===== config.mk =====
export PLATFORM = sky130hd
export DESIGN_NAME = esr_top
export DESIGN_NICKNAME = d
export VERILOG_FILES = /design/src/rtl/esr_pkg.sv /design/src/rtl/esr_top.sv /design/src/rtl/esr_sync.sv
export VERILOG_INCLUDE_DIRS = /design/src /design/src/rtl
export SDC_FILE = /design/constraint.sdc
export NUM_CORES = 1
export LEC_CHECK = 0
export BUFFER_PORTS_ARGS = -buffer_cell sky130_fd_sc_hd__buf_2
export CELL_PAD_IN_SITES_DETAIL_PLACEMENT = 1
export CELL_PAD_IN_SITES_GLOBAL_PLACEMENT = 1
export CORE_UTILIZATION = 45
export CTS_CLUSTER_DIAMETER = 50
export DETAILED_ROUTE_END_ITERATION = 10
export PLACE_DENSITY_LB_ADDON = 0.1
export SETUP_SLACK_MARGIN = 0.3
export SYNTH_ARGS = -nofsm -noshare
export SYNTH_HDL_FRONTEND = slang
export SYNTH_SLANG_ARGS = --single-unit

===== constraint.sdc =====
create_clock -name sys_clk -period 5.8 [get_ports sys_clk]
set_input_delay 1.16 -clock sys_clk [delete_from_list [all_inputs] [get_ports sys_clk]]
set_output_delay 1.16 -clock sys_clk [all_outputs]
set_load 0.01 [all_outputs]

===== src/rtl/esr_cfg.svh =====
// Constants of the event snapshot recorder: timing counts, record layout, counter saturation value and command code.
// ****************************************************************
// What this block does
// - Count request off-on cycles while mains present.
// - Request cycle counter saturates at FFFFh.
// - Hold 38-byte record of latest event; this block holds only its 16-byte frozen part.
// - Copy live counters into record on event.
// - Three-byte on-time field, one minute per count.
// - Four-byte time stamp holds last host write.
// - Snapshot mains-loss cycle count, counted while requested.
// - Snapshot request cycle count, counted while mains present.
// - Record status word, iout, input, temperature bytes.
// - Status comes from filtered values, brief faults missed.
// - Shutdown fault saves all live data as record.
// - Time-set command reads and writes four bytes.
// ****************************************************************
`ifndef ESR_CFG_SVH
`define ESR_CFG_SVH

// Clock period in ns and time unit lengths.
`define ESR_CLK_NS         10
`define ESR_MINUTE_NS      64'd60_000_000_000
`define ESR_MINUTE_CYCLES  (`ESR_MINUTE_NS / `ESR_CLK_NS)
// Record size in bytes.
`define ESR_RECORD_BYTES   38
// Field widths in bits.
`define ESR_ONTIME_W       24
`define ESR_CYCLE_W        16
`define ESR_TIME_W         32
// Saturation value of the cycle counters.
`define ESR_CYCLE_MAX      16'hFFFF
// Time-set command code.
`define ESR_CMD_TIME_SET   8'hDD

`endif


===== src/rtl/esr_pkg.sv =====
// Types of the event snapshot recorder.
package esr_pkg;

  // Management bus status values as sampled from the filtered sensors.
  typedef struct packed {
    logic [15:0] status_word;
    logic [7:0]  status_iout;
    logic [7:0]  status_input;
    logic [7:0]  status_temperature;
  } esr_status_type;

  // Frozen part of the event record held by this block.
  typedef struct packed {
    logic [23:0]    on_time_min;
    logic [31:0]    time_stamp;
    logic [15:0]    mains_cycles;
    logic [15:0]    request_cycles;
    esr_status_type status;
  } esr_record_type;

  // Live counter set.
  typedef struct packed {
    logic [23:0] on_time_min;
    logic [15:0] mains_cycles;
    logic [15:0] request_cycles;
  } esr_live_type;

endpackage


===== src/rtl/esr_top.sv =====
// Event snapshot recorder: live counters, host time value and frozen event record.
`timescale 1ns/1ns
`default_nettype none
`include "esr_cfg.svh"
module esr_top #(
  parameter longint unsigned MINUTE_CYCLES = `ESR_MINUTE_CYCLES
) (
  input  wire logic                    sys_clk,
  input  wire logic                    nrst,
  input  wire logic                    power_on_request_n,
  input  wire logic                    mains_present,
  input  wire logic                    shutdown_fault,
  input  wire esr_pkg::esr_status_type status_in,
  input  wire logic                    cmd_valid,
  input  wire logic [7:0]              cmd_code,
  input  wire logic                    cmd_write,
  input  wire logic [31:0]             cmd_wdata,
  output var  logic [31:0]             cmd_rdata,
  output var  logic                    cmd_ack,
  output var  esr_pkg::esr_live_type   live_out,
  output var  esr_pkg::esr_record_type record_out,
  output var  logic                    record_valid,
  output var  logic                    record_pulse
);

  // ****************************************************************
  // Input synchronisation
  // ****************************************************************

  logic req_n_s;
  logic mains_s;
  logic fault_s;

  // Pins from outside the clock domain each pass three synchroniser stages and an output flip-flop.
  esr_sync #(.RST_VAL(1'b1)) u_sync_req (
    .sys_clk  (sys_clk),
    .nrst     (nrst),
    .async_in (power_on_request_n),
    .sync_out (req_n_s)
  );

  esr_sync #(.RST_VAL(1'b0)) u_sync_mains (
    .sys_clk  (sys_clk),
    .nrst     (nrst),
    .async_in (mains_present),
    .sync_out (mains_s)
  );

  esr_sync #(.RST_VAL(1'b0)) u_sync_fault (
    .sys_clk  (sys_clk),
    .nrst     (nrst),
    .async_in (shutdown_fault),
    .sync_out (fault_s)
  );

  // ****************************************************************
  // Edge detection
  // ****************************************************************

  logic req_n_d_r;
  logic mains_d_r;
  logic fault_d_r;
  logic req_on_edge;
  logic mains_on_edge;
  logic fault_edge;

  // Delayed copies of the synchronised levels.
  always_ff @(posedge sys_clk or negedge nrst) begin
    if (!nrst) begin
      req_n_d_r <= 1'b1;
      mains_d_r <= 1'b0;
      fault_d_r <= 1'b0;
    end else begin
      req_n_d_r <= req_n_s;
      mains_d_r <= mains_s;
      fault_d_r <= fault_s;
    end
  end

  // A request reasserting after release ends one off-then-on cycle.
  assign req_on_edge   = req_n_d_r & ~req_n_s;
  // Mains returning ends one mains-loss cycle.
  assign mains_on_edge = ~mains_d_r & mains_s;
  // A rising fault level is one recordable event.
  assign fault_edge    = ~fault_d_r & fault_s;

  // ****************************************************************
  // Cycle qualification
  // ****************************************************************

  logic req_off_seen_r;
  logic mains_off_seen_r;

  // A request off phase counts only if mains stayed present through it.
  always_ff @(posedge sys_clk or negedge nrst) begin
    if (!nrst) begin
      req_off_seen_r <= 1'b0;
    end else if (!mains_s) begin
      req_off_seen_r <= 1'b0;
    end else if (!req_n_d_r && req_n_s) begin
      req_off_seen_r <= 1'b1;
    end else if (req_on_edge) begin
      req_off_seen_r <= 1'b0;
    end
  end

  // A mains-loss phase counts only if the request stayed asserted through it.
  always_ff @(posedge sys_clk or negedge nrst) begin
    if (!nrst) begin
      mains_off_seen_r <= 1'b0;
    end else if (req_n_s) begin
      mains_off_seen_r <= 1'b0;
    end else if (mains_d_r && !mains_s) begin
      mains_off_seen_r <= 1'b1;
    end else if (mains_on_edge) begin
      mains_off_seen_r <= 1'b0;
    end
  end

  // ****************************************************************
  // Live counters
  // ****************************************************************

  logic [`ESR_CYCLE_W-1:0]  req_cycles_r;
  logic [`ESR_CYCLE_W-1:0]  mains_cycles_r;
  logic [`ESR_ONTIME_W-1:0] on_time_r;
  logic [32:0]              minute_cnt_r; // A full minute needs more than 32 bits.
  logic                     minute_tick;

  // Request cycle counter, held at its maximum once reached.
  always_ff @(posedge sys_clk or negedge nrst) begin
    if (!nrst) begin
      req_cycles_r <= 16'h0000;
    end else if (req_on_edge && req_off_seen_r && mains_s) begin
      if (req_cycles_r != `ESR_CYCLE_MAX) begin
        req_cycles_r <= req_cycles_r + 16'h0001;
      end
    end
  end

  // Mains-loss cycle counter, also saturating.
  always_ff @(posedge sys_clk or negedge nrst) begin
    if (!nrst) begin
      mains_cycles_r <= 16'h0000;
    end else if (mains_on_edge && mains_off_seen_r && !req_n_s) begin
      if (mains_cycles_r != `ESR_CYCLE_MAX) begin
        mains_cycles_r <= mains_cycles_r + 16'h0001;
      end
    end
  end

  // Minute divider runs while the supply is on, giving a one-cycle tick.
  always_ff @(posedge sys_clk or negedge nrst) begin
    if (!nrst) begin
      minute_cnt_r <= 33'h0_0000_0000;
    end else if (!req_n_s && mains_s) begin
      if (minute_cnt_r == 33'(MINUTE_CYCLES - 64'd1)) begin
        minute_cnt_r <= 33'h0_0000_0000;
      end else begin
        minute_cnt_r <= minute_cnt_r + 33'h0_0000_0001;
      end
    end
  end

  assign minute_tick = !req_n_s && mains_s && (minute_cnt_r == 33'(MINUTE_CYCLES - 64'd1));

  // On-time counter in whole minutes, held at its maximum.
  always_ff @(posedge sys_clk or negedge nrst) begin
    if (!nrst) begin
      on_time_r <= 24'h00_0000;
    end else if (minute_tick && on_time_r != 24'hFF_FFFF) begin
      on_time_r <= on_time_r + 24'h00_0001;
    end
  end

  // ****************************************************************
  // Host time value
  // ****************************************************************

  logic [`ESR_TIME_W-1:0] time_r;
  logic                   cmd_hit;

  assign cmd_hit = cmd_valid && (cmd_code == `ESR_CMD_TIME_SET);

  // The time value is only stored, never advanced here; host keeps it fresh.
  always_ff @(posedge sys_clk or negedge nrst) begin
    if (!nrst) begin
      time_r <= 32'h0000_0000;
    end else if (cmd_hit && cmd_write) begin
      time_r <= cmd_wdata;
    end
  end

  // Command answer: one-cycle acknowledge with the time value on reads.
  always_ff @(posedge sys_clk or negedge nrst) begin
    if (!nrst) begin
      cmd_ack   <= 1'b0;
      cmd_rdata <= 32'h0000_0000;
    end else begin
      cmd_ack <= cmd_hit;
      if (cmd_hit && !cmd_write) begin
        cmd_rdata <= time_r;
      end
    end
  end

  // ****************************************************************
  // Event record
  // ****************************************************************

  // Status values are the filtered sensor results; short glitches never reach them.
  // Every field is frozen in the same cycle, overwriting the previous record.
  always_ff @(posedge sys_clk or negedge nrst) begin
    if (!nrst) begin
      record_out   <= '0;
      record_valid <= 1'b0;
      record_pulse <= 1'b0;
    end else begin
      record_pulse <= fault_edge;
      if (fault_edge) begin
        record_out.on_time_min    <= on_time_r;
        record_out.time_stamp     <= time_r;
        record_out.mains_cycles   <= mains_cycles_r;
        record_out.request_cycles <= req_cycles_r;
        record_out.status         <= status_in;
        record_valid              <= 1'b1;
      end
    end
  end

  // Live counter view for the management logic.
  always_ff @(posedge sys_clk or negedge nrst) begin
    if (!nrst) begin
      live_out <= '0;
    end else begin
      live_out.on_time_min    <= on_time_r;
      live_out.mains_cycles   <= mains_cycles_r;
      live_out.request_cycles <= req_cycles_r;
    end
  end

endmodule
`default_nettype wire


===== src/rtl/esr_sync.sv =====
// Three-stage input synchroniser that accepts a change once stages two and three agree.
`timescale 1ns/1ns
`default_nettype none
module esr_sync #(
  parameter logic RST_VAL = 1'b0
) (
  input  wire logic sys_clk,
  input  wire logic nrst,
  input  wire logic async_in,
  output var  logic sync_out
);

  logic [2:0] stage_r;

  // Shift the pin through three flip-flops.
  always_ff @(posedge sys_clk or negedge nrst) begin
    if (!nrst) begin
      stage_r <= {3{RST_VAL}};
    end else begin
      stage_r <= {stage_r[1:0], async_in};
    end
  end

  // Take a new level only when the two later stages agree.
  always_ff @(posedge sys_clk or negedge nrst) begin
    if (!nrst) begin
      sync_out <= RST_VAL;
    end else if (stage_r[1] == stage_r[2]) begin
      sync_out <= stage_r[2];
    end
  end

endmodule
`default_nettype wire


==> results.sh, run 1 <==
export IMPL_status="finished clean"
export IMPL_rsz0062_at_grt="false"
export IMPL_holdPathEnd="u_sync_mains.stage_r[1]$_DFF_PN0_"
export IMPL_firstDrtPassIters=4
export IMPL_finalSetupTns_ns=0
export IMPL_grt_pass1_vias=10200
export IMPL_place_congestion=0.759
export IMPL_synth_area_sq_mm=0.0134
export IMPL_ios=306
export IMPL_rrSetupSlack_ns=3.09
export IMPL_drv_slew=0
export IMPL_synth_edf_count=0
export IMPL_synthArstFlopShare_pct=100
export IMPL_seq_area_sq_mm=0.00894
export IMPL_routed_wl_microns=34700
export IMPL_antenna_found_initial=0
export IMPL_cts_tree="built"
export IMPL_post_route_drc_count=0
export IMPL_p_leak_nw=9.29
export IMPL_insertion_delay_ns=0.53
export IMPL_synth_area_top_cells="dfrtp_1 66%, nand2_1 12%, mux2_2 5.4%"
export IMPL_yosys_warnings=0
export IMPL_grt_ovfl_total=0
export IMPL_hold_violations=0
export IMPL_slew_headroom_pct=41.0
export IMPL_cts_max_level=2
export IMPL_synthCells=1176
export IMPL_path_clk_slew_ns=0.06
export IMPL_fin_skew_ns=0.0148
export IMPL_via_count=9567
export IMPL_postCtsHoldBufs=0
export IMPL_final_cells=1906
export IMPL_synth_cell_types=46
export IMPL_timing_rr_end="on_time_r[1]$_DFFE_PN0P_"
export IMPL_area_growth_pct=24.0
export IMPL_grt_max_degree=101
export IMPL_cts_resized_gates=0
export IMPL_antenna_cells=0
export IMPL_critPathCaptureType="flop"
export IMPL_layout_nets=1586
export IMPL_synth_seq_area_share_pct=66.6
export IMPL_yosysTopAreaCell="dfrtp_1"
export IMPL_grtUsageTotal_pct=23.3
export IMPL_p_per_area_mw_per_mm2=338
export IMPL_numCtsBuffers=40
export IMPL_synthFlopType="dfrtp_1"
export IMPL_hp_start="u_sync_mains.stage_r[0]$_DFF_PN0_"
export IMPL_synth_nets=1271
export IMPL_start_util_pct=46.2
export IMPL_synth_avg_cell_area_sq_um=11.4
export IMPL_finalSetupViolCount=0
export IMPL_multi_input_area_sq_mm=0.00427
export IMPL_chipHeight_microns=175
export IMPL_r2r_start="minute_cnt_r[28]$_DFFE_PN0P_"
export IMPL_core_sq_mm=0.0290
export IMPL_crit_fanout=17
export IMPL_vias_per_cell=5.02
export IMPL_place_hpwl_microns=23500
export IMPL_post_cts_buffers=0
export IMPL_dpl_cell_area_sq_mm=0.0154
export IMPL_clk_path_buf_depth=3
export IMPL_fp_dieArea_sq_mm=0.0305
export IMPL_hold_depth=0
export IMPL_final_period_utilization_pct=46.7
export IMPL_grt_pass1_wl_microns=56300
export IMPL_first_iter_violations=388
export IMPL_peakVddDrop_v=0.000190
export IMPL_nFillCells=3196
export IMPL_drive_gt1_share_pct=30.2
export IMPL_synth_top_area_share_pct=65.7
export IMPL_crit_required_ns=6.21
export IMPL_post_route_cell_area_sq_mm=0.0166
export IMPL_maxCapViolCount=0
export IMPL_hp_class="flop to flop"
export IMPL_maxClockFrequency_mhz=369
export IMPL_post_route_min_period_ns=2.71
export IMPL_final_antenna_net_count=0
export IMPL_crit_arrival_ns=3.11
export IMPL_yosys_register_bits=357
export IMPL_clkSinkCount=357
export IMPL_die_w_microns=175
export IMPL_wl_per_cell_microns=18.2
export IMPL_worstRegToRegCells=6
export IMPL_tightest_slew_ns=0.885
export IMPL_rows=62
export IMPL_crit_type="flop to flop"
export IMPL_place_inst=1833
export IMPL_root_buffer="clkbuf_16"
export IMPL_io_buffers=305
export IMPL_critPathLaunchType="flop"
==> synthesized netlist by cell type (2+ instances only) <==
library cell and n:
a21oi_1 2, and2_1 6, and3_1 18, and4_1 6, buf_1 4, buf_2 10
clkbuf_1 27, dfrtp_1 352, dfstp_2 5, ha_1 8, inv_1 11, maj3_1 3
mux2_1 4, mux2_2 64, mux2i_1 3, nand2_1 416, nand2b_1 2, nand3_1 38
nand3b_1 2, nand4_1 25, nand4b_1 2, nor2_1 44, nor2b_1 4, nor3_1 8
nor3_4 2, nor4_1 5, nor4b_1 2, o21ai_0 8, or3_1 3, xnor2_1 43
xor2_1 34
==> layout make-up <==
class | instances | share of cell area (%)
clock inverter | 16 | 0.790
multi-input combinational | 766 | 25.7
timing repair buffer | 314 | 9.72
tap | 384 | 2.89
sequential | 357 | 53.7
clock buffer | 57 | 6.89
inverter | 12 | 0.286
==> state kept, by name, indices dropped and copies added (netlist names), 3 cells and up <==
signal / cells
cmd_rdata: 32
record_out: 128
mains_cycles_r: 16
time_r: 32
req_cycles_r: 16
u_sync_req.stage_r: 3
minute_cnt_r: 33
on_time_r: 24
u_sync_mains.stage_r: 3
live_out: 56
u_sync_fault.stage_r: 3
==> cells in the final DEF, fill, tap and decap left out, types with 3 or more instances in the layout <==
cell type and instances:
nor4_1 5, clkbuf_16 41, inv_1 11, nand4_1 25, xnor2_1 43, nor2_1 44
buf_2 304, clkinv_2 8, mux2_2 64, nor2b_1 3, dfstp_2 5, and2_1 6
nand3_1 38, mux2_1 4, xor2_1 34, dfrtp_1 352, mux2i_1 3, and4_1 6
nor3_1 8, and3_1 18, nand2_1 416, maj3_1 3, clkbuf_1 10, ha_1 8
buf_4 8, o21ai_0 8, or3_1 3, clkbuf_8 6
==> how the worst max path moves through the flow <==
| stage | from | to | slack [ns] | cells after the start |
|---|---|---|---|---|
| global placement | cmd_code[5] | cmd_rdata[9]$_DFFE_PN0P_ | 2.95 | 6 |
| global route | minute_cnt_r[25]$_DFFE_PN0P_ | on_time_r[1]$_DFFE_PN0P_ | 2.89 | 6 |
| CTS | minute_cnt_r[25]$_DFFE_PN0P_ | on_time_r[1]$_DFFE_PN0P_ | 3.06 | 6 |
| detailed placement | cmd_code[5] | cmd_rdata[5]$_DFFE_PN0P_ | 2.83 | 6 |
| floorplan | cmd_code[5] | cmd_rdata[10]$_DFFE_PN0P_ | 3.18 | 6 |
| finish | minute_cnt_r[28]$_DFFE_PN0P_ | on_time_r[1]$_DFFE_PN0P_ | 3.09 | 6 |
==> layer usage <==
metal | global-route usage [%] | up-vias | part of all wire (%)
li1 | - | 4462 | -
met1 | 29.3 | 4791 | 42
met2 | 40.3 | 253 | 50
met3 | 4.61 | 61 | 5.1
met4 | 7.32 | 0 | 3.0
met5 | 0 | - | 0
==> logic make-up after synthesis <==
kind of cell	share of synthesized area, %
and+or+nand+nor	19.2
buffers and inverters	1.58
muxes	5.93
AOI/OAI and AO/OA	0.625
DFF	66.6
adders and majority gates	0.970
xor gates and xnor gates	5.03
==> through the flow <==
stage               hold slack, ns  total power, W  worst slack, ns  util [%]
floorplan                    0.331         0.00298             3.18         -
global placement             0.334         0.00321             2.95      52.9
detailed placement           0.343         0.00323             2.83      52.9
CTS                          0.345         0.00569             3.06      57.3
global route                 0.350         0.00584             2.89      57.3
finish                       0.341         0.00562             3.09      57.3
==> worst max-delay path: stages, from the launching register on <==
cell     delay, ns
dfrtp_1       0.41
nor4b_1       0.45
nand4_1       0.22
nor3_4        0.38
and2_1        0.66
nand2_1       0.12
mux2_1        0.34
==> power by group <==
part / switching (W) / internal [W]
registers: 0.0000980 / 0.00263
logic: 0.000286 / 0.000163
clock network: 0.00101 / 0.00143
(Power assumes the default switching activity.)
==> run 2, diff against run 1 <==
- ABC_AREA: not set -> 1
- CORE_UTILIZATION: 45 -> 41
- clock period: 5.8 -> 2.8 ns (I/O delays scaled with it)
==> run 2 against run 1 <==
- total power grew 130%
- setup slack lost 2.5 ns
- register-to-register slack lost 2.5 ns
- non-clock buffer count grew 14
- flip-flop and latch count is the same
- sequential share of layout area shrank 4.7 points
- critical path depth grew 3
- hold slack lost 0.22 ns
- clock power grew 130%
- critical path type unchanged
==> results.sh, run 2 <==
export IMPL_crit_family="simple AND/OR/NAND/NOR gates"
export IMPL_synth_area_top_cells="dfrtp_1 60%, nand2_1 13%, o21ai_0 5.0%"
export IMPL_synth_avg_cell_area_sq_um=8.93
export IMPL_layout_commonest_cell="nand2_1"
export IMPL_crit_fanout=24
export IMPL_finalSetupViolCount=0
export IMPL_synth_nets=1730
export IMPL_yosys_register_bits=357
export IMPL_synth_area_sq_mm=0.0146
export IMPL_cts_tree="built"
export IMPL_layout_nets=2053
export IMPL_layout_common_cells="503 x nand2_1, 352 x dfrtp_1, 304 x buf_2, 171 x inv_1, 153 x nor2_1"
export IMPL_final_period_utilization_pct=78.3
export IMPL_grtUsageTotal_pct=22.7
export IMPL_hp_start="power_on_request_n"
export IMPL_grt_ovfl_total=0
export IMPL_synth_top_family_by_area="simple AND/OR/NAND/NOR gates"
export IMPL_root_buffer="clkbuf_16"
export IMPL_synthArstFlopShare_pct=100
export IMPL_startpoint="u_sync_mains.sync_out$_DFFE_PN0N_"
export IMPL_tightest_slew_ns=0.694
export IMPL_yosysTopAreaCell="dfrtp_1"
export IMPL_ios=306
export IMPL_slew_headroom_pct=53.4
export IMPL_io_buffers=305
export IMPL_critPathLaunchType="flop"
export IMPL_chipHeight_microns=191
export IMPL_first_iter_violations=606
export IMPL_crit_type="flop to flop"
export IMPL_crit_chain="inv_2, nor2_4, nand2_2, nor2_1, nand3_1, nor2_4, nand2_4, nor2_1, nor2_1"
export IMPL_cts_resized_gates=0
export IMPL_cp_slowest_cell="dfrtp_1"
export IMPL_numCtsBuffers=43
export IMPL_clkSinkCount=357
export IMPL_routed_wl_microns=40500
export IMPL_seq_area_sq_mm=0.00894
export IMPL_place_hpwl_microns=29000
export IMPL_synth_area_mux_share_pct=0
export IMPL_path_clk_slew_ns=0.06
export IMPL_combinationalPowerShare_pct=10.7
export IMPL_area_growth_pct=24.7
export IMPL_top_register="record_out"
export IMPL_status="finished clean"
export IMPL_synth_top_area_share_pct=60.3
export IMPL_wl_per_cell_microns=16.5
export IMPL_post_route_min_period_ns=2.19
export IMPL_antenna_found_initial=4
export IMPL_via_count=11800
export IMPL_critPathCaptureType="flop"
export IMPL_peakVddDrop_v=0.000555
export IMPL_post_route_drc_count=0
export IMPL_switching_power_w=0.00339
export IMPL_synth_seq_area_share_pct=61.2
export IMPL_synth_edf_count=0
export IMPL_yosys_warnings=0
export IMPL_die_w_microns=191
export IMPL_p_per_area_mw_per_mm2=712
export IMPL_cts_max_level=2
export IMPL_path_common_cell="nor2_1"
export IMPL_clkPwrFrac_pct=44.0
export IMPL_synth_xor_area_share_pct=2.40
export IMPL_utilization_pct=52.3
export IMPL_synth_compound_area_share_pct=6.58
export IMPL_drv_slew=0
export IMPL_yosys_area_share_simple_pct=22.8
export IMPL_r2r_start="u_sync_mains.sync_out$_DFFE_PN0N_"
export IMPL_grt_max_degree=102
export IMPL_p_int_w=0.00958
export IMPL_synthFlopType="dfrtp_1"
export IMPL_finalSetupTns_ns=0
export IMPL_post_cts_buffers=0
export IMPL_synth_cell_types=34
export IMPL_swShare_pct=26.1
export IMPL_start_util_pct=42.0
export IMPL_insertion_delay_ns=0.55
export IMPL_rows=68
export IMPL_largest_reg_flops=128
export IMPL_synthAdderAreaFrac_pct=0.891
export IMPL_clk_path_buf_depth=3
export IMPL_pre_cts_ws_ns=0.587
export IMPL_crit_required_ns=3.23
export IMPL_seq_power_share_pct=45.3
export IMPL_synthCells=1635
export IMPL_place_congestion=0.867
export IMPL_hold_violations=0
export IMPL_vias_per_cell=4.83
export IMPL_crit_arrival_ns=2.62
export IMPL_grt_pass1_vias=12500
export IMPL_p_leak_nw=9.62
export IMPL_grt_pass1_wl_microns=65900
export IMPL_layout_setup_ws_ns=0.608
export IMPL_fin_skew_ns=0.0141
export IMPL_nFillCells=4171
export IMPL_synthTopCellsByCount="503 x nand2_1, 352 x dfrtp_1, 172 x inv_1"
export IMPL_rsz0062_at_grt="false"
export IMPL_largestRegisters="record_out x128, live_out x56, minute_cnt_r x33"
export IMPL_fp_dieArea_sq_mm=0.0364
export IMPL_multi_input_area_sq_mm=0.00478
export IMPL_firstDrtPassIters=4
export IMPL_max_stage_delay_ns=0.46
export IMPL_drive_gt1_share_pct=21.7
export IMPL_synth_most_common_cell="nand2_1"
export IMPL_maxClockFrequency_mhz=456
export IMPL_maxCapViolCount=0
export IMPL_core_sq_mm=0.0348
export IMPL_critical_path_buf_inv_count=1
export IMPL_hp_class="input pin to flop"
export IMPL_final_antenna_net_count=0
run 2: path summary, 6_finish.rpt:
| kind | endpoint | slack, ns | cells after the start |
|---|---|---|---|
| hold reg to reg | u_sync_mains.stage_r[1]$_DFF_PN0_ | 0.36 | 0 |
| min in group asynchronous | record_out[42]$_DFFE_PN0P_ | 0.59 | 2 |
| max in group asynchronous | req_n_d_r$_DFF_PN1_ | 1.42 | 3 |
| hold / removal | u_sync_req.stage_r[0]$_DFF_PN1_ | 0.12 | 1 |
| setup reg to reg | on_time_r[19]$_DFFE_PN0P_ | 0.61 | 9 |
| setup / recovery | on_time_r[19]$_DFFE_PN0P_ | 0.61 | 9 |
run 2: power by group through the flow:
stage          registers (W)  logic (W)  clock network (W)
2_1_floorplan        0.00607   0.000529                  0
3_3_place_gp         0.00594    0.00137                  0
3_5_place_dp         0.00596    0.00142                  0
4_1_cts              0.00588    0.00143            0.00586
5_1_grt              0.00593    0.00159            0.00605
6_report             0.00587    0.00139            0.00570
run 2: cell type report:
cell class,instances,share of cell area [%]
Sequential cell,357,49.1
Multi-Input combinational cell,1050,26.3
Clock inverter,23,1.42
Antenna cell,3,0.0412
Inverter,178,3.70
Clock buffer,57,6.70
Tap cell,455,3.13
Timing Repair Buffer,328,9.67
run 2: kinds of logic (layout without fill, tap and decap cells):
logic type	Yosys count	count (layout)
xor gates and xnor gates	40	40
buffers and inverters	228	586
adders and majority gates	11	11
other	0	3
DFF	357	357
AOI/OAI and AO/OA	191	191
and+or+nand+nor	808	808
run 2: metrics by stage:
stage               area (sq um)  cells  hold slack (ns)  total power, W
floorplan                  14600   1635            0.264         0.00660
global placement           16700   2367            0.333         0.00730
detailed placement         16700   2367            0.346         0.00737
CTS                        18200   2448            0.101          0.0132
global route               18200   2448            0.103          0.0136
finish                     18200   2451            0.119          0.0130
run 2: timing repair:
| item | in CTS | in global routing |
|---|---|---|
| endpoints found under the setup margin | 0 | 0 |
| endpoints found under the hold margin | 45 | 0 |
| hold buffers | 1 | 0 |
run 2: per-layer routing:
| layer | vias to the layer above | share of wire (%) | track usage (%) |
|---|---|---|---|
| li1 | 5770 | - | - |
| met1 | 5766 | 45 | 29.3 |
| met2 | 253 | 48 | 38.1 |
| met3 | 53 | 6.3 | 5.91 |
| met4 | 4 | 1.5 | 5.17 |
| met5 | - | 0.074 | 0 |
==> run 3, diff against run 2 <==
- CORE_UTILIZATION: 41 -> 37
- clock period: 2.8 -> 1.76 ns (I/O delays scaled with it)
==> run 3 against run 2 <==
- fmax grew 27%
- total power grew 71%
- first-iteration DRC count grew 8.6%
- critical path depth grew 1
- utilization grew 5.1 points
- via count grew 14%
- cell area grew 22%
- highest routed layer unchanged
==> results.sh, run 3 (synthesized netlist as in run 2, its figures left out) <==
export IMPL_status="finished clean"
export IMPL_area_growth_pct=52.6
export IMPL_root_buffer="clkbuf_16"
export IMPL_crit_path_end="on_time_r[4]$_DFFE_PN0P_"
export IMPL_grt_pass1_wl_microns=74900
export IMPL_layout_commonest_cell="nand2_1"
export IMPL_max_stage_delay_ns=0.44
export IMPL_routed_top_layer="met5"
export IMPL_place_hpwl_microns=31200
export IMPL_cp_num_cells=10
export IMPL_critPathCaptureType="flop"
export IMPL_die_w_microns=201
export IMPL_post_route_min_period_ns=1.72
export IMPL_top_register="record_out"
export IMPL_path_clk_slew_ns=0.06
export IMPL_hp_class="input pin to flop"
export IMPL_grtUsageTotal_pct=23.1
export IMPL_firstDrtPassIters=5
export IMPL_io_buffers=305
export IMPL_p_per_area_mw_per_mm2=996
export IMPL_rsz0062_at_grt="true"
export IMPL_slew_headroom_pct=73.9
export IMPL_crit_type="flop to flop"
export IMPL_post_route_cell_area_sq_mm=0.0223
export IMPL_largestRegisters="record_out x128, live_out x56, minute_cnt_r x33"
export IMPL_core_sq_mm=0.0388
export IMPL_finalPower_w=0.0222
export IMPL_rows=72
export IMPL_cts_tree="built"
export IMPL_numCtsBuffers=44
export IMPL_grt_ovfl_total=0
export IMPL_largest_reg_flops=128
export IMPL_insertion_delay_ns=0.56
export IMPL_r2r_start="minute_cnt_r[27]$_DFFE_PN0P_"
export IMPL_worstRegToRegCells=10
export IMPL_crit_fanout=8
export IMPL_startpoint="minute_cnt_r[27]$_DFFE_PN0P_"
export IMPL_fin_skew_ns=0.00744
export IMPL_met2_length_microns=25500
export IMPL_dpl_cell_area_sq_mm=0.0175
export IMPL_hold_violations=0
export IMPL_antenna_found_initial=4
export IMPL_p_leak_nw=11.6
export IMPL_path_common_cell="nor2_4"
export IMPL_cp_slowest_cell="dfrtp_1"
export IMPL_route_layer_met1_wl_microns=20000
export IMPL_timing_rr_end="on_time_r[4]$_DFFE_PN0P_"
export IMPL_finalSetupTns_ns=0
export IMPL_crit_chain="nor2_1, nand2_2, nor2_4, nand3_2, nor2_4, buf_12, buf_4, nand3b_1, nand2_1, inv_1"
export IMPL_tightest_slew_ns=0.392
export IMPL_final_period_utilization_pct=97.7
export IMPL_final_antenna_net_count=0
export IMPL_crit_required_ns=2.21
export IMPL_peakVddDrop_v=0.000563
export IMPL_drv_slew=0
export IMPL_met3_length_microns=2770
export IMPL_seq_area_sq_mm=0.00896
export IMPL_post_route_drc_count=0
export IMPL_maxClockFrequency_mhz=581
export IMPL_cts_max_level=2
export IMPL_start_util_pct=37.6
export IMPL_rrSetupSlack_ns=0.04
export IMPL_grt_max_degree=53
export IMPL_routed_wl_microns=49600
export IMPL_place_congestion=0.851
export IMPL_via_count=13500
export IMPL_critical_path_buf_inv_count=3
export IMPL_crit_family="simple AND/OR/NAND/NOR gates"
export IMPL_multi_input_area_sq_mm=0.00577
export IMPL_wl_per_cell_microns=17.7
export IMPL_layout_common_cells="459 x nand2_1, 332 x dfrtp_1, 243 x buf_2, 216 x buf_4, 161 x inv_1"
export IMPL_layout_nets=2338
export IMPL_maxCapViolCount=0
export IMPL_critPathLaunchType="flop"
export IMPL_utilization_pct=57.4
export IMPL_clkSinkCount=357
export IMPL_crit_arrival_ns=2.17
export IMPL_first_iter_violations=658
export IMPL_clk_path_buf_depth=3
export IMPL_chipHeight_microns=201
export IMPL_grt_pass1_vias=14000
export IMPL_ios=306
export IMPL_vias_per_cell=4.82
export IMPL_fp_dieArea_sq_mm=0.0403
export IMPL_nFillCells=4421
export IMPL_finalSetupViolCount=0
export IMPL_drive_gt1_share_pct=38.2
## run 3: report_power, final
group          total (W)  internal (W)  switching, W
Combinational    0.00364       0.00172       0.00191
Sequential       0.00939       0.00891      0.000479
Clock            0.00917       0.00565       0.00352
## run 3: worst min-delay path by stage
stage | slack (ns) | endpoint | cells past startpoint | start
floorplan | 0.06 | cmd_ack$_DFF_PN0_ | 0 | nrst
global placement | 0.25 | live_out[20]$_DFF_PN0_ | 1 | nrst
detailed placement | 0.26 | req_cycles_r[9]$_DFFE_PN0P_ | 1 | nrst
CTS | 0.00008 | record_out[15]$_DFFE_PN0P_ | 3 | status_in[15]
global route | 0.004 | record_out[15]$_DFFE_PN0P_ | 3 | status_in[15]
finish | 0.02 | record_out[15]$_DFFE_PN0P_ | 3 | status_in[15]
## run 3: layer usage
metal / global-route usage (%) / vias to the layer above
li1: - / 6334
met1: 28.9 / 6684
met2: 39.5 / 327
met3: 5.88 / 108
met4: 6.52 / 4
met5: 0 / -
## run 3: per-stage QoR
stage                     hold slack [ns]  worst slack, ns  cells
after floorplan                    0.0564            0.162   1635
after global placement              0.253          -0.0272   2500
after detailed placement            0.257          -0.0768   2500
after CTS                       0.0000826            0.140   2689
after global routing              0.00387          -0.0479   2790
final                              0.0235           0.0401   2792
## run 3: what timing repair did
item,in CTS,in global routing
buffers inserted,70,95
setup endpoints to repair,201,257
hold buffers,41,0
pin swaps,36,66
endpoints found under the hold margin,105,0
gates cloned,3,6
resized for setup,138,233
## run 3: cell type report
cell class	count	share of cell area, %
repair inverters	4	0.247
multi-input cells	1052	25.9
repair buffers	606	20.9
flip-flops and latches	357	40.2
well taps	518	2.91
clock inverters	13	0.853
diodes	2	0.0225
inverters	178	3.23
clock buffers	62	5.74
## run 3: tightest hold or removal path: stages
cell	delay, ns
buf_2	0.09
nand2_1	0.05
nand2_1	0.05
